--- src/e1_cfg_defines.vh ---
`ifndef E1_CFG_DEFINES_VH
`define E1_CFG_DEFINES_VH

// timing
`define CLK_HZ            10000000
`define BAUD_RATE         9600
`define BAUD_DIV          ((`CLK_HZ + `BAUD_RATE / 2) / `BAUD_RATE)
`define STATS_PERIOD_S    1
`define STATS_CYCLES      (`CLK_HZ * `STATS_PERIOD_S)
`define DEBOUNCE_MS       5
`define DEBOUNCE_CYCLES   (`CLK_HZ / 1000 * `DEBOUNCE_MS)

// register byte offsets
`define REG_PENDING       8'h00
`define REG_ACTIVE        8'h04
`define REG_STATUS        8'h08
`define REG_COMMAND       8'h0c
`define REG_CRC_STAT      8'h10
`define REG_PW_WORD0      8'h14
`define REG_PW_WORD3      8'h20
`define REG_PW_LENGTH     8'h24

// config field positions
`define CFG_LINE_CODE     0
`define CFG_CAS           1
`define CFG_CRC_CLK       2
`define CFG_CLK_SEL       3
`define CFG_RATE_LSB      4
`define CFG_RESET         8'h00

// status bits
`define ST_LOGGED_IN      0
`define ST_BLANK          1
`define ST_LOS            2
`define ST_RATE_INVALID   3
`define ST_UNSAVED        4
`define ST_CRC_EXCESS     5
`define ST_RATE_CONFLICT  6

// command bits
`define CMD_SAVE          0
`define CMD_LOGOFF        1

// clock modes
`define CLK_NETWORK       2'h0
`define CLK_INTERNAL      2'h1
`define CLK_EXTERNAL      2'h2

// terminal characters
`define CH_ENTER          8'h0d
`define CH_STAR           8'h2a
`define CH_PROMPT         8'h3a
`define CH_MENU           8'h3e
`define CH_BLANK          8'h0c
`define CH_XON            8'h11
`define CH_XOFF           8'h13
`define CH_SAVE           8'h64
`define CH_LOGOFF         8'h65
`define PW_MAX            16
`define DEFAULT_PW_LEN    5'h00

`endif

--- src/e1_switch_config_decoder.v ---
// Function
// - line code switch off selects HDB3, on selects AMI.
// - HDB3 mode: transmit violations replace zero runs, receiver restores zeros.
// - CAS multiframe is 16 frames of 32 timeslots, numbered 0 to 31.
// - with CAS, frame 0 TS16 upper four bits carry alignment word 0000.
// - besides alignment word, no own signaling is placed in TS16.
// - CAS off gives TS16 to user (31 channels); on withholds it (30).
// - both ends match CAS setting, else CAS-enabled end reports loss of sync.
// - framed CRC switch enables CRC-4 multiframe in TS0, independent of CAS.
// - CRC-4 on checks errors and returns error counts to far end.
// - both ends match CRC-4 setting, else CRC-enabled end detects loss of sync.
// - framed: clock switch alone picks network (off) or internal (on).
// - unframed: crc/clock switches 00 net, 01 int, 11 ext, 10 net.
// - network timing recovered from line; internal from on-board source.
// - external timing comes from DTE, only in unframed operation.
// - four rate switches form code, first is LSB; 15 invalid.
// - clear channel: unframed, all 32 timeslots, CAS and CRC ignored.
// - all other rates use framing with TS0 reserved.
// - control port runs 9600 baud 8N1 with XON/XOFF flow control.
// - password up to 16 chars, case exact, star echo, wrong clears and reprompts.
// - performance statistics refresh once every second.
// - port changes stay unsaved until save, which writes nonvolatile memory.
// - logoff blanks terminal until Enter arrives.
// - switch changes apply at once without save.
`timescale 1ns/1ps
`include "e1_cfg_defines.vh"
module e1_switch_config_decoder
#(
    parameter STATS_CYCLES    = `STATS_CYCLES,
    parameter DEBOUNCE_CYCLES = `DEBOUNCE_CYCLES,
    parameter CRC_EXCESS      = 16'h03e8
)
(
    // clock and reset
    input  wire        aclk,
    input  wire        aresetn,
    // axi4-lite slave
    input  wire [7:0]  s_axi_awaddr,
    input  wire        s_axi_awvalid,
    output wire        s_axi_awready,
    input  wire [31:0] s_axi_wdata,
    input  wire [3:0]  s_axi_wstrb,
    input  wire        s_axi_wvalid,
    output wire        s_axi_wready,
    output reg  [1:0]  s_axi_bresp,
    output reg         s_axi_bvalid,
    input  wire        s_axi_bready,
    input  wire [7:0]  s_axi_araddr,
    input  wire        s_axi_arvalid,
    output wire        s_axi_arready,
    output reg  [31:0] s_axi_rdata,
    output reg  [1:0]  s_axi_rresp,
    output reg         s_axi_rvalid,
    input  wire        s_axi_rready,
    // configuration switches
    input  wire        line_code_switch,
    input  wire        cas_multiframe_switch,
    input  wire        crc_or_clock_high_switch,
    input  wire        clock_select_switch,
    input  wire        rate_code_bit0,
    input  wire        rate_code_bit1,
    input  wire        rate_code_bit2,
    input  wire        rate_code_bit3,
    // serial control port
    input  wire        ctl_rxd,
    output reg         ctl_txd,
    // framer position and events
    input  wire [3:0]  frame_in_mf,
    input  wire [4:0]  timeslot,
    input  wire        crc4_error,
    input  wire        cas_mf_lost,
    input  wire        crc_mf_lost,
    // framer and line interface settings
    output reg         hdb3_enable,
    output reg         framed,
    output reg         cas_enable,
    output reg         crc4_enable,
    output reg  [1:0]  tx_clock_mode,
    output reg  [3:0]  rate_code,
    output reg  [5:0]  user_timeslots,
    output reg         ts16_user,
    output wire        ts0_reserved,
    output wire        ts16_align_insert,
    output wire        loss_of_sync,
    output reg  [15:0] crc_report_count,
    output reg         crc_report_pulse,
    // nonvolatile store
    output reg  [7:0]  nv_save_data,
    output reg         nv_save_pulse
);

    localparam LOGIN_BLANK = 2'h0;
    localparam LOGIN_PASS  = 2'h1;
    localparam LOGIN_MENU  = 2'h2;

    reg  [7:0]  sw_meta;
    reg  [7:0]  sw_sync;
    reg  [7:0]  sw_stable;
    reg  [7:0]  sw_meta_prev;
    reg  [31:0] deb_cnt;
    reg  [7:0]  pending_cfg;
    reg  [7:0]  active_cfg;
    reg  [3:0]  last_rate;
    reg         unsaved;
    reg  [7:0]  pw [0:15];
    reg  [4:0]  pw_len;
    reg  [31:0] stat_cnt;
    reg  [15:0] crc_cnt;
    reg         crc_excess;
    reg  [1:0]  login;
    reg  [4:0]  typed;
    reg         pw_match;
    reg  [15:0] rx_div;
    reg  [3:0]  rx_bit;
    reg  [7:0]  rx_shift;
    reg         rx_busy;
    reg         rx_done;
    reg  [15:0] tx_div;
    reg  [3:0]  tx_bit;
    reg  [9:0]  tx_shift;
    reg         tx_busy;
    reg         tx_hold;
    reg         tx_req;
    reg  [7:0]  tx_char;
    reg  [7:0]  next_cfg;
    reg  [31:0] rd_mux;
    integer     k;

    wire [7:0] sw_raw = {rate_code_bit3, rate_code_bit2, rate_code_bit1, rate_code_bit0,
                         clock_select_switch, crc_or_clock_high_switch,
                         cas_multiframe_switch, line_code_switch};
    wire       wr_go = s_axi_awvalid && s_axi_wvalid && !s_axi_bvalid;
    wire       save_cmd = (wr_go && s_axi_awaddr == `REG_COMMAND && s_axi_wstrb[0]
                           && s_axi_wdata[`CMD_SAVE])
                          || (rx_done && login == LOGIN_MENU && rx_shift == `CH_SAVE);
    wire       logoff_cmd = (wr_go && s_axi_awaddr == `REG_COMMAND && s_axi_wstrb[0]
                             && s_axi_wdata[`CMD_LOGOFF])
                            || (rx_done && login == LOGIN_MENU && rx_shift == `CH_LOGOFF);
    wire       pending_wr = wr_go && s_axi_awaddr == `REG_PENDING && s_axi_wstrb[0];

    // write address and data are taken together; answer comes one cycle later
    assign s_axi_awready = wr_go;
    assign s_axi_wready  = wr_go;
    assign s_axi_arready = !s_axi_rvalid;

    // two-stage synchroniser, then a stability window before a change counts
    always @(posedge aclk)
    begin
        if (!aresetn)
        begin
            sw_meta   <= 8'h00;
            sw_sync   <= 8'h00;
            sw_stable <= 8'h00;
            deb_cnt   <= 32'h0;
        end
        else
        begin
            sw_meta <= sw_raw;
            sw_sync <= sw_meta;
            if (sw_sync == sw_stable)
                deb_cnt <= 32'h0;
            else if (deb_cnt >= DEBOUNCE_CYCLES - 1)
            begin
                sw_stable <= sw_sync;
                deb_cnt   <= 32'h0;
            end
            else
                deb_cnt <= deb_cnt + 32'h1;
        end
    end

    // active set: switches apply at once, the port only at save
    always @*
    begin
        next_cfg = active_cfg;
        if (sw_sync == sw_stable && sw_stable != active_cfg && deb_cnt == 32'h0
            && sw_stable != sw_meta_prev)
            next_cfg = sw_stable;
        if (save_cmd)
            next_cfg = pending_cfg;
    end

    // active and pending sets, save strobe to the store
    always @(posedge aclk)
    begin
        if (!aresetn)
        begin
            sw_meta_prev <= `CFG_RESET;
            active_cfg   <= `CFG_RESET;
            pending_cfg  <= `CFG_RESET;
            unsaved      <= 1'b0;
            nv_save_pulse <= 1'b0;
            nv_save_data <= 8'h00;
        end
        else
        begin
            sw_meta_prev <= sw_stable;
            // a debounced switch change lands without any save
            if (sw_stable != sw_meta_prev)
                active_cfg <= sw_stable;
            else
                active_cfg <= next_cfg;
            if (pending_wr)
                pending_cfg <= s_axi_wdata[7:0];
            // a new port write in the save cycle stays unsaved
            if (pending_wr)
                unsaved <= 1'b1;
            else if (save_cmd)
                unsaved <= 1'b0;
            nv_save_pulse <= save_cmd;
            if (save_cmd)
                nv_save_data <= pending_cfg;
        end
    end

    // decode of the active setting
    wire [3:0] code_now = active_cfg[`CFG_RATE_LSB+3:`CFG_RATE_LSB];
    wire       rate_bad = (code_now == 4'hf);
    wire [3:0] eff_rate = rate_bad ? last_rate : code_now;
    wire       is_framed = (eff_rate != 4'h0);

    always @(posedge aclk)
    begin
        if (!aresetn)
        begin
            last_rate      <= 4'h0;
            hdb3_enable    <= 1'b1;
            framed         <= 1'b0;
            cas_enable     <= 1'b0;
            crc4_enable    <= 1'b0;
            tx_clock_mode  <= `CLK_NETWORK;
            rate_code      <= 4'h0;
            user_timeslots <= 6'h20;
            ts16_user      <= 1'b1;
        end
        else
        begin
            last_rate   <= eff_rate;
            rate_code   <= eff_rate;
            hdb3_enable <= !active_cfg[`CFG_LINE_CODE];
            framed      <= is_framed;
            // clear channel ignores both multiframe switches
            cas_enable  <= is_framed && active_cfg[`CFG_CAS];
            crc4_enable <= is_framed && active_cfg[`CFG_CRC_CLK];
            ts16_user   <= !(is_framed && active_cfg[`CFG_CAS]);
            if (is_framed)
                tx_clock_mode <= active_cfg[`CFG_CLK_SEL] ? `CLK_INTERNAL
                                                          : `CLK_NETWORK;
            else
            begin
                case ({active_cfg[`CFG_CRC_CLK], active_cfg[`CFG_CLK_SEL]})
                    2'b01:   tx_clock_mode <= `CLK_INTERNAL;
                    2'b11:   tx_clock_mode <= `CLK_EXTERNAL;
                    default: tx_clock_mode <= `CLK_NETWORK;
                endcase
            end
            // timeslots of 64 kb/s per rate code
            case (eff_rate)
                4'h0:    user_timeslots <= 6'h20;
                4'h1:    user_timeslots <= 6'h01;
                4'h2:    user_timeslots <= 6'h02;
                4'h3:    user_timeslots <= 6'h03;
                4'h4:    user_timeslots <= 6'h04;
                4'h5:    user_timeslots <= 6'h06;
                4'h6:    user_timeslots <= 6'h08;
                4'h7:    user_timeslots <= 6'h0a;
                4'h8:    user_timeslots <= 6'h0c;
                4'h9:    user_timeslots <= 6'h10;
                4'ha:    user_timeslots <= 6'h14;
                4'hb:    user_timeslots <= 6'h18;
                4'hc:    user_timeslots <= 6'h19;
                4'hd:    user_timeslots <= 6'h1e;
                4'he:    user_timeslots <= 6'h1f;
                default: user_timeslots <= 6'h00;
            endcase
        end
    end

    // 31 channels cannot fit once TS16 is withheld
    wire rate_conflict = cas_enable && user_timeslots > 6'h1e;

    // alignment nibble only in frame 0 of 16, timeslot 16 of 0..31
    assign ts16_align_insert = cas_enable && frame_in_mf == 4'h0
                               && timeslot == 5'h10;
    assign ts0_reserved = framed && timeslot == 5'h00;
    // mismatch with the far end shows as lost multiframe alignment
    assign loss_of_sync = (cas_enable && cas_mf_lost)
                          || (crc4_enable && crc_mf_lost);

    // crc-4 error counting, reported to the far end each second
    always @(posedge aclk)
    begin
        if (!aresetn)
        begin
            stat_cnt         <= 32'h0;
            crc_cnt          <= 16'h0;
            crc_report_count <= 16'h0;
            crc_report_pulse <= 1'b0;
            crc_excess       <= 1'b0;
        end
        else
        begin
            crc_report_pulse <= 1'b0;
            if (stat_cnt >= STATS_CYCLES - 1)
            begin
                stat_cnt         <= 32'h0;
                crc_report_count <= crc_cnt;
                crc_report_pulse <= crc4_enable;
                crc_excess       <= crc_cnt >= CRC_EXCESS;
                crc_cnt          <= {15'h0, crc4_enable && crc4_error};
            end
            else
            begin
                stat_cnt <= stat_cnt + 32'h1;
                if (crc4_enable && crc4_error && crc_cnt != 16'hffff)
                    crc_cnt <= crc_cnt + 16'h1;
            end
        end
    end

    // uart receiver, 8n1, sampled mid bit
    always @(posedge aclk)
    begin
        if (!aresetn)
        begin
            rx_div   <= 16'h0;
            rx_bit   <= 4'h0;
            rx_shift <= 8'h00;
            rx_busy  <= 1'b0;
            rx_done  <= 1'b0;
        end
        else
        begin
            rx_done <= 1'b0;
            if (!rx_busy)
            begin
                if (!ctl_rxd)
                begin
                    rx_busy <= 1'b1;
                    rx_bit  <= 4'h0;
                    rx_div  <= 16'h0;
                end
            end
            else if (rx_div < ((rx_bit == 4'h0) ? `BAUD_DIV / 2 : `BAUD_DIV) - 1)
                rx_div <= rx_div + 16'h1;
            else
            begin
                rx_div <= 16'h0;
                rx_bit <= rx_bit + 4'h1;
                if (rx_bit == 4'h0 && ctl_rxd)
                    rx_busy <= 1'b0;
                else if (rx_bit >= 4'h1 && rx_bit <= 4'h8)
                    rx_shift <= {ctl_rxd, rx_shift[7:1]};
                else if (rx_bit == 4'h9)
                begin
                    rx_busy <= 1'b0;
                    rx_done <= ctl_rxd;
                end
            end
        end
    end

    // login session and terminal replies
    always @(posedge aclk)
    begin
        if (!aresetn)
        begin
            login    <= LOGIN_BLANK;
            typed    <= 5'h00;
            pw_match <= 1'b1;
            tx_req   <= 1'b0;
            tx_char  <= 8'h00;
            tx_hold  <= 1'b0;
        end
        else
        begin
            if (tx_req && !tx_busy && !tx_hold)
                tx_req <= 1'b0;
            if (rx_done && rx_shift == `CH_XOFF)
                tx_hold <= 1'b1;
            else if (rx_done && rx_shift == `CH_XON)
                tx_hold <= 1'b0;
            else if (logoff_cmd)
            begin
                login   <= LOGIN_BLANK;
                tx_char <= `CH_BLANK;
                tx_req  <= 1'b1;
            end
            else if (rx_done)
            begin
                case (login)
                    LOGIN_BLANK:
                    begin
                        if (rx_shift == `CH_ENTER)
                        begin
                            login    <= LOGIN_PASS;
                            typed    <= 5'h00;
                            pw_match <= 1'b1;
                            tx_char  <= `CH_PROMPT;
                            tx_req   <= 1'b1;
                        end
                    end
                    LOGIN_PASS:
                    begin
                        if (rx_shift == `CH_ENTER)
                        begin
                            typed    <= 5'h00;
                            pw_match <= 1'b1;
                            tx_req   <= 1'b1;
                            if (pw_match && typed == pw_len)
                            begin
                                login   <= LOGIN_MENU;
                                tx_char <= `CH_MENU;
                            end
                            else
                                tx_char <= `CH_PROMPT;
                        end
                        else
                        begin
                            // exact byte compare keeps case distinct
                            if (typed >= `PW_MAX || rx_shift != pw[typed[3:0]])
                                pw_match <= 1'b0;
                            if (typed <= `PW_MAX)
                                typed <= typed + 5'h01;
                            tx_char <= `CH_STAR;
                            tx_req  <= 1'b1;
                        end
                    end
                    LOGIN_MENU:
                    begin
                        tx_char <= rx_shift;
                        tx_req  <= 1'b1;
                    end
                    default: login <= LOGIN_BLANK;
                endcase
            end
        end
    end

    // uart transmitter, held off while xoff is in force
    always @(posedge aclk)
    begin
        if (!aresetn)
        begin
            tx_div   <= 16'h0;
            tx_bit   <= 4'h0;
            tx_shift <= 10'h3ff;
            tx_busy  <= 1'b0;
            ctl_txd  <= 1'b1;
        end
        else if (!tx_busy)
        begin
            ctl_txd <= 1'b1;
            if (tx_req && !tx_hold)
            begin
                tx_busy  <= 1'b1;
                tx_shift <= {1'b1, tx_char, 1'b0};
                tx_bit   <= 4'h0;
                tx_div   <= 16'h0;
            end
        end
        else
        begin
            ctl_txd <= tx_shift[0];
            if (tx_div < `BAUD_DIV - 1)
                tx_div <= tx_div + 16'h1;
            else
            begin
                tx_div   <= 16'h0;
                tx_shift <= {1'b1, tx_shift[9:1]};
                tx_bit   <= tx_bit + 4'h1;
                if (tx_bit == 4'h9)
                    tx_busy <= 1'b0;
            end
        end
    end

    // password store and bus write response
    always @(posedge aclk)
    begin
        if (!aresetn)
        begin
            for (k = 0; k < 16; k = k + 1)
                pw[k] <= 8'h00;
            pw_len       <= `DEFAULT_PW_LEN;
            s_axi_bvalid <= 1'b0;
            s_axi_bresp  <= 2'h0;
        end
        else
        begin
            if (s_axi_bvalid && s_axi_bready)
                s_axi_bvalid <= 1'b0;
            if (wr_go)
            begin
                s_axi_bvalid <= 1'b1;
                s_axi_bresp  <= (s_axi_awaddr[1:0] == 2'h0 && s_axi_awaddr <= `REG_PW_LENGTH)
                                ? 2'h0 : 2'h2;
                for (k = 0; k < 16; k = k + 1)
                    if (s_axi_awaddr == `REG_PW_WORD0 + (k / 4) * 4 && s_axi_wstrb[k % 4])
                        pw[k] <= s_axi_wdata[(k % 4) * 8 +: 8];
                if (s_axi_awaddr == `REG_PW_LENGTH && s_axi_wstrb[0])
                    pw_len <= (s_axi_wdata[4:0] > `PW_MAX) ? 5'h10 : s_axi_wdata[4:0];
            end
        end
    end

    // read mux; password bytes read back as zero
    always @*
    begin
        case (s_axi_araddr)
            `REG_PENDING:  rd_mux = {24'h0, pending_cfg};
            `REG_ACTIVE:   rd_mux = {24'h0, active_cfg};
            `REG_STATUS:   rd_mux = {25'h0, rate_conflict, crc_excess, unsaved,
                                     rate_bad, loss_of_sync, login == LOGIN_BLANK,
                                     login == LOGIN_MENU};
            `REG_CRC_STAT: rd_mux = {16'h0, crc_report_count};
            `REG_PW_LENGTH: rd_mux = {27'h0, pw_len};
            default:       rd_mux = 32'h0;
        endcase
    end

    always @(posedge aclk)
    begin
        if (!aresetn)
        begin
            s_axi_rvalid <= 1'b0;
            s_axi_rdata  <= 32'h0;
            s_axi_rresp  <= 2'h0;
        end
        else if (s_axi_arvalid && !s_axi_rvalid)
        begin
            s_axi_rvalid <= 1'b1;
            s_axi_rdata  <= rd_mux;
            s_axi_rresp  <= (s_axi_araddr[1:0] == 2'h0 && s_axi_araddr <= `REG_PW_LENGTH)
                            ? 2'h0 : 2'h2;
        end
        else if (s_axi_rvalid && s_axi_rready)
            s_axi_rvalid <= 1'b0;
    end

endmodule

--- config.mk ---
export PLATFORM = sky130hd
export DESIGN_NAME = e1_switch_config_decoder
export DESIGN_NICKNAME = d
export VERILOG_FILES = /design/src/e1_switch_config_decoder.v
export VERILOG_INCLUDE_DIRS = /design/src
export SDC_FILE = /design/constraint.sdc
export NUM_CORES = 1
export LEC_CHECK = 0
export BUFFER_PORTS_ARGS = -buffer_cell sky130_fd_sc_hd__buf_2
export CAP_MARGIN = 20
export CORE_MARGIN = 5
export CORE_UTILIZATION = 59
export CTS_BUF_LIST = sky130_fd_sc_hd__clkbuf_4 sky130_fd_sc_hd__clkbuf_8 sky130_fd_sc_hd__clkbuf_16
export DETAILED_ROUTE_END_ITERATION = 16
export PLACE_DENSITY = 0.79
export SYNTH_ARGS = -nofsm -noshare
export SYNTH_HDL_FRONTEND = slang
export SYNTH_SLANG_ARGS = --single-unit
--- constraint.sdc ---
create_clock -name aclk -period 3.45 [get_ports aclk]
set_input_delay 0 -clock aclk [delete_from_list [all_inputs] [get_ports aclk]]
set_output_delay 0 -clock aclk [all_outputs]
set_load 0.1 [all_outputs]
; Yosys cells after proc, flatten, opt, wreduce, memory -nomap -nowiden
; Memories as Yosys holds them, arrays and structs flattened. A register that Yosys moved wholly into a read port is not among the register bits.
; Cells that the tools add are included.
[classes]
reduce_logical = 100
n_lt_le_gt_ge = 13
add_sub_neg = 9
n_mux = 157
n_eq_ne = 39
bitwise_logic = 25
[ops]
columns = op, n
row1 = 2-to-1 mux 8 bit, 23
row2 = 2-to-1 mux 16 bit, 6
row3 = 2-to-1 mux 1 bit, 95
row4 = case mux 16 bit (5 select lines), 1
row5 = "adder 32 x 1 -> 32 bit, second input constant", 2
row6 = logical AND 1 bit, 54
row7 = "adder 16 x 1 -> 16 bit, second input constant", 3
row8 = "equality test 8 x 5 -> 1 bit, second input constant", 6
row9 = 2-to-1 mux 4 bit, 9
row10 = "greater-or-equal comparator 32 x 16 -> 1 bit, second input constant", 1
row11 = "greater-or-equal comparator 32 x 24 -> 1 bit, second input constant", 1
row12 = logical NOT 32 bit, 1
row13 = less-than comparator 16 x 32 -> 1 bit, 1
row14 = 2-to-1 mux 10 bit, 3
row15 = "equality test 8 x 4 -> 1 bit, second input constant", 3
row16 = "equality test 8 x 6 -> 1 bit, second input constant", 3
row17 = inequality test 8 bit, 3
row18 = case mux 8 bit (3 select lines), 1
row19 = AND reduction 7 bit, 3
row20 = 2-to-1 mux 5 bit, 4
row21 = "equality test 8 x 7 -> 1 bit, second input constant", 2
row22 = "greater-or-equal comparator 16 x 10 -> 1 bit, second input constant", 1
row23 = "less-or-equal comparator 8 x 6 -> 1 bit, second input constant", 2
row24 = logical NOT 8 bit, 2
row25 = other kinds (44), 113
[word_totals]
n_memories = 2
regBits = 290
ramBits = 128
word_cells = 390
romBits = 96
out_inout_bits = 88
inputBits = 80
[memory_table]
columns = name, depth, width, rd, rd_ports_with_merged_regs, wr, line
row1 = pw, 16, 8, 1, 1, 16, e1_switch_config_decoder.v:105  ; reg [7:0] pw [0:15];
row2 = (name not given), 16, 6, 1, 1, 0, e1_switch_config_decoder.v:258  ; case (eff_rate)

; Depth between registers and ports, before layout
; Gate-level depths: netlist (run 1).
[logic_depth]
ltp_word = 10
mapped_depth = 11
depth_no_buf = 11

; Least setup slack after synthesis (run 1)
; No wires, ideal clock.
[synth_timing]
path_type = reg2reg
start = register s_axi_bvalid
end = memory pw[11][0] (enable)
setup_time_ns = 0.384
required_ns = 3.066
path_buffers = 1
arrival_ns = 2.932
slack_ns = 0.134
stages_incl_launch_ff = 5
synth_period_minus_slack_ns = 3.316
cell_sequence = dfxtp_1 -> nor2_1 -> clkbuf_1 -> nand2_1 -> o21ai_0
[synth_lines]
columns = element, line
row1 = "start, declared", e1_switch_config_decoder.v:46  ; output reg s_axi_bvalid,
row2 = "start signal, assigned", e1_switch_config_decoder.v:486  ; s_axi_bvalid <= 1'b0;
row3 = "start signal, assigned", e1_switch_config_decoder.v:492  ; s_axi_bvalid <= 1'b0;
row4 = "start signal, assigned", e1_switch_config_decoder.v:495  ; s_axi_bvalid <= 1'b1;
row5 = "end, declared", e1_switch_config_decoder.v:105

==> results of run 1 <==
[layer usage]
layer  vias to the layer above  GRT usage  share of wire
met4                         0     0.0814          0.031
met5                         -          0              0
met1                      6525      0.330           0.40
met3                       103     0.0435          0.070
li1                       6430          -              -
met2                       589      0.447           0.50
[area by class of cell]
class	instances	area, um^2
clock buffer	62	1290
fill	2067	8940
clock inverter	11	93.8
multi-input combinational	1204	7550
tap	390	488
inverter	64	241
timing repair buffer	225	1480
sequential	409	9470
antenna	2	5.00
[cell usage in the layout (no fill, tap or decap), types with 11 or more instances in the layout]
cell type      instances
and2_1                30
o211ai_1              11
dfxtp_1              281
nand3b_1              11
dlygate4sd3_1         55
nor4_1                19
inv_1                 63
xor2_1                47
o21ai_0               46
nor3_1                27
nand3_1               56
xnor2_1               35
nand4_1               20
mux2i_1               87
a21oi_1               66
buf_2                148
nand2_1              203
and3_1                35
mux4_2                29
buf_4                 20
clkbuf_16             44
nor2_1               260
a31oi_1               13
ha_1                  26
a211oi_1              11
edfxtp_1             128
conb_1                42
[metrics by stage]
stage,instance area (um^2),std cells,util
CTS,20600,2364,0.697
global placement,18700,2235,0.631
global route,20600,2367,0.697
detailed placement,18700,2236,0.631
floorplan,17800,1774,-
finish,20600,2367,0.697
[repair_timing]
action | CTS | global route
resized for setup | 0 | 0
hold endpoints to repair | 153 | 0
hold buffers | 55 | 0
setup buffers | 0 | 0
setup endpoints to repair | 0 | 0
[tightest hold or removal path: cells and delay by family]
family                 cells  cell delay, ns
AND/OR/NAND/NOR            2            0.14
buffers and inverters      2            0.27
[flip-flops by register name (all words and copies together) (netlist names), 9 cells and up, named ones only]
signal,flops
crc_cnt,16
crc_report_count,16
deb_cnt,32
pw,128
rx_div,16
s_axi_rdata,16
stat_cnt,32
tx_div,16
tx_shift,9
[power groups by stage]
stage / Sequential (uW) / Combinational [uW] / Clock (uW)
6_report: 5230 / 982 / 4490
3_3_place_gp: 5320 / 901 / 0
2_1_floorplan: 5520 / 503 / 0
4_1_cts: 5230 / 973 / 4520
5_1_grt: 5240 / 1050 / 4750
3_5_place_dp: 5330 / 917 / 0
[Yosys cell counts (all sizes together) (31+ instances only)]
master / count
a21oi: 68
and2: 31
and3: 35
buf: 44
clkbuf: 53
dfxtp: 281
edfxtp: 128
inv: 64
mux2i: 87
mux4: 33
nand2: 203
nand3: 57
nor2: 260
o21ai: 52
xnor2: 35
xor2: 47
[path summary, 6_finish.rpt]
| check | start | end | depth (start not counted) |
|---|---|---|---|
| hold / removal | s_axi_wstrb[3] | pw[3][5]$_SDFFCE_PN0P_ | 4 |
| hold reg to reg | active_cfg[0]$_SDFFE_PN0P_ | hdb3_enable$_SDFF_PN1_ | 1 |
| setup reg to reg | login[0]$_SDFFE_PN0P_ | flop | 9 |
| setup / recovery | login[0]$_SDFFE_PN0P_ | flop | 9 |
[cells by family after synthesis]
group	share of synthesized area
simple gates	0.189
flops	0.538
compound gates	0.0770
buf+inv	0.0416
mux	0.0951
xor+xnor	0.0408
fa+ha+maj	0.0185
other cells	0.000213
==> flow_summary.json, run 1 <==
{
  "power_uw": 10700,
  "finClkSkew_ns": 0.0112,
  "post-route-min-period_ns": 3.00,
  "path_class": "reg2reg",
  "leakage_uw": 0.00827,
  "synth_edf_count": 128,
  "wl_per_cell_um": 18.5,
  "slew_headroom": 0.288,
  "io_pins": 168,
  "portBuffers": 149,
  "critical_path.max_fanout": 12,
  "critPathTopFamily": "simple AND/OR/NAND/NOR gates",
  "cts_root_buf": "clkbuf_16",
  "start_kind": "flop",
  "finalSetupViolCount": 0,
  "synth_area_um2": 17600,
  "preCtsSetupSlack_ns": 0.545,
  "p_per_area_nw_per_um2": 519,
  "rows": 63,
  "ys.flop_type": "dfxtp_1",
  "post-route-period-util": 0.871,
  "avgSynthCellArea_um2": 10.2,
  "setup-tns-final_ns": 0,
  "slowest_delay_ns": 0.62,
  "required_ns": 3.85,
  "drc_errors": 0,
  "die-area_um2": 33400,
  "ys_warn_count": 0,
  "synth_top_area_share": 0.320,
  "cp-end-kind": "flop",
  "antenna_left": 0,
  "cts_tree": "done",
  "hold_class": "in2reg",
  "via_count": 13647,
  "grt_max_degree": 103,
  "htree_levels": 2,
  "hold_ws_ns": 0.00350,
  "fp.dieW_um": 183,
  "cap_violations": 0,
  "ys_ff_latch": 409,
  "area_growth_pct": 17.1,
  "power_frac_clock": 0.420,
  "r2r_slack_ns": 0.45,
  "grt_use_total": 0.257,
  "switchingPower_uw": 2660,
  "initial_core_util": 0.595,
  "layout.nets": 2051,
  "syn_inst": 1733,
  "slew_violations": 0,
  "drive_gt1_frac": 0.151,
  "clk_latency_ns": 0.54,
  "seq_area_frac_synth": 0.538,
  "numCtsBuffers": 41,
  "clk_pin_slew_ns": 0.06,
  "finalHoldViolCount": 0,
  "async_reset_ff_frac": 0,
  "worst_slack_ns": 0.446,
  "clock_sinks": 409,
  "cts_buffer_depth": 3,
  "critical_path_buf_inv_count": 1,
  "grt_remaining_overflow": 0,
  "peakVddDrop_uv": 480,
  "p_comb_frac": 0.092,
  "outcome": "completed",
  "tightestPinTransition_ns": 1.07,
  "grt_pass1_vias": 13561,
  "worstPathArrival_ns": 3.40,
  "max_freq_mhz": 333,
  "cp_slowest_cell": "a21boi_1",
  "place.gp.congestion": 0.906,
  "finalWirelength_um": 43700,
  "core_area_um2": 29600,
  "synth_area_leaders": "dfxtp_1 32%, edfxtp_1 22%, nor2_1 5.5%",
  "drt_iter0_drc": 1236,
  "grt_pass1_wl_um": 70100,
  "path_cells": "inv_1, ha_1, and3_1, nand4_1, a21boi_1, nand3_1, nor2_1, nand2_1, o31ai_1",
  "die_h_um": 183,
  "p_seq_frac": 0.489,
  "switching_share": 0.249,
  "post-synth-top-area-cell": "dfxtp_1",
  "first_pass_iters": 5,
  "cell_internal_pwr_uw": 8040,
  "antenna_found_initial": 2,
  "hpwl_um": 29100,
  "viasPerCell": 5.77,
  "synth_cell_type_count": 84,
  "rsz0062_at_grt": "false"
}
Note: power is estimated with default switching activity, not from simulation.
==> run 2, diff against run 1 <==
Settings changed: CORE_UTILIZATION 59 to 54, PLACE_DENSITY 0.79 to 0.77.
Clock period 3.45 ns to 2.5 ns, I/O delays scaled along.
==> flow_summary.json, run 2 (synthesized netlist as in run 1, its figures left out) <==
{
  "violations": "negative setup slack",
  "clock_sinks": 409,
  "grt_pass1_vias": 13753,
  "via_count": 13679,
  "grt_pass1_wl_um": 71900,
  "final_cell_mix": "278 x dfxtp_1, 259 x nor2_1, 203 x nand2_1",
  "largestRegisters": "pw: 128 flops, deb_cnt: 32 flops, stat_cnt: 32 flops",
  "preCtsSetupSlack_ns": -0.0777,
  "power_uw": 14700,
  "portBuffers": 149,
  "cts_root_buf": "clkbuf_16",
  "io_pins": 168,
  "hpwl_um": 30200,
  "path_class": "reg2reg",
  "required_ns": 2.94,
  "place_area_um2": 19000,
  "finalHoldViolCount": 0,
  "post-route-period-util": 1.01,
  "die_h_um": 191,
  "peakVddDrop_uv": 532,
  "post-route-min-period_ns": 2.52,
  "path_cells": "inv_2, ha_4, nor3b_4, ha_2, or4_1, a2111o_1, buf_6, nor3_4, o21ai_1, a311oi_1",
  "cp-end-kind": "flop",
  "wl_per_cell_um": 18.2,
  "viasPerCell": 5.58,
  "worst_slack_ns": -0.0194,
  "start_kind": "flop",
  "tightestPinTransition_ns": 1.09,
  "slew_headroom": 0.267,
  "first_pass_iters": 6,
  "largest-register": "pw",
  "finalWirelength_um": 44600,
  "largest_reg_flops": 128,
  "slew_violations": 0,
  "critical_path.max_fanout": 4,
  "p_per_area_nw_per_um2": 702,
  "critical_path_buf_inv_count": 2,
  "slowest_delay_ns": 0.44,
  "hold_ws_ns": 0.0379,
  "cts_tree": "done",
  "antenna_left": 0,
  "rows": 66,
  "layout_commonest_cell": "dfxtp_1",
  "grt_use_total": 0.243,
  "htree_levels": 2,
  "drt_iter0_drc": 1076,
  "cap_violations": 0,
  "cts_buffer_depth": 3,
  "clk_latency_ns": 0.55,
  "outcome": "finished, violations left",
  "place.gp.congestion": 0.862,
  "drive_gt1_frac": 0.172,
  "core_area_um2": 32400,
  "critPathTopFamily": "compound AO/OA/AOI/OAI gates",
  "cp_slowest_cell": "a2111o_1",
  "finalSetupViolCount": 3,
  "diodes": 0,
  "leakage_uw": 0.00845,
  "worstPathArrival_ns": 2.96,
  "hold_class": "in2reg",
  "grt_remaining_overflow": 0,
  "layout.nets": 2086,
  "numCtsBuffers": 41,
  "rsz0062_at_grt": "true",
  "postLayoutCellArea_um2": 21000,
  "drc_errors": 0,
  "grt_max_degree": 78,
  "fin_util": 0.649,
  "initial_core_util": 0.544,
  "fp.dieW_um": 191,
  "die-area_um2": 36300,
  "area_growth_pct": 19.3,
  "clk_pin_slew_ns": 0.06,
  "finClkSkew_ns": 0.0205,
  "antenna_found_initial": 0,
  "max_freq_mhz": 397
}
==> run 2: cell types whose count changed in the layout (fill, tap and decap cells not counted), sizes merged, moves of 2 or more <==
cell,delta
buf,+37
bufinv,+3
clkbuf,-15
clkinv,+13
diode,-2
dlygate4sd3,-2
==> run 2: power breakdown <==
group	internal, uW	switching (uW)	total, uW
clock	3570	2560	6130
sequential	7070	142	7220
combinational	376	1020	1400
==> run 2: cell type report <==
type,instances,area (um^2)
fill,2498,11400
multi-input combinational,1204,7610
inverter,64,241
timing repair buffer,260,1780
sequential,409,9470
clock buffer,47,1100
clock inverter,27,241
tap,442,553
==> run 2: final timing paths <==
kind	startpoint	endpoint	slack (ns)	cells past startpoint
max reg2reg	rx_bit[0]$_SDFFE_PN0P_	rx_div[9]$_SDFFE_PN0P_	-0.02	10
max	rx_bit[0]$_SDFFE_PN0P_	rx_div[9]$_SDFFE_PN0P_	-0.02	10
min reg2reg	sw_meta[4]$_SDFF_PN0_	sw_sync[4]$_SDFF_PN0_	0.43	1
min	s_axi_wstrb[2]	pw[6][2]$_SDFFCE_PN0P_	0.04	4
==> run 2: per-stage QoR <==
step | TNS, ns | instances
after floorplan | 0 | 1774
after global placement | 0 | 2320
after detailed placement | -0.440 | 2321
after CTS | 0 | 2450
after global routing | -1.60 | 2453
final | -0.0386 | 2453
==> run 2: metal layers <==
metal	vias up	GRT usage	share of wire
met3	100	0.0361	0.061
met4	0	0.0801	0.030
met5	-	0	0
met2	495	0.429	0.51
li1	6496	-	-
met1	6588	0.308	0.40
==> run 2: worst min-delay path, stage by stage <==
cell     delay [ns]
buf_2          0.11
nand3_1        0.08
buf_4          0.18
nor2_1         0.08
==> run 2: what timing repair did <==
item	in CTS	in global routing
gates resized for setup	2	20
gates cloned	0	0
endpoints found under the setup margin	15	94
hold buffers	53	0
buffers inserted	2	3
pin swaps	0	9
endpoints found under the hold margin	146	0
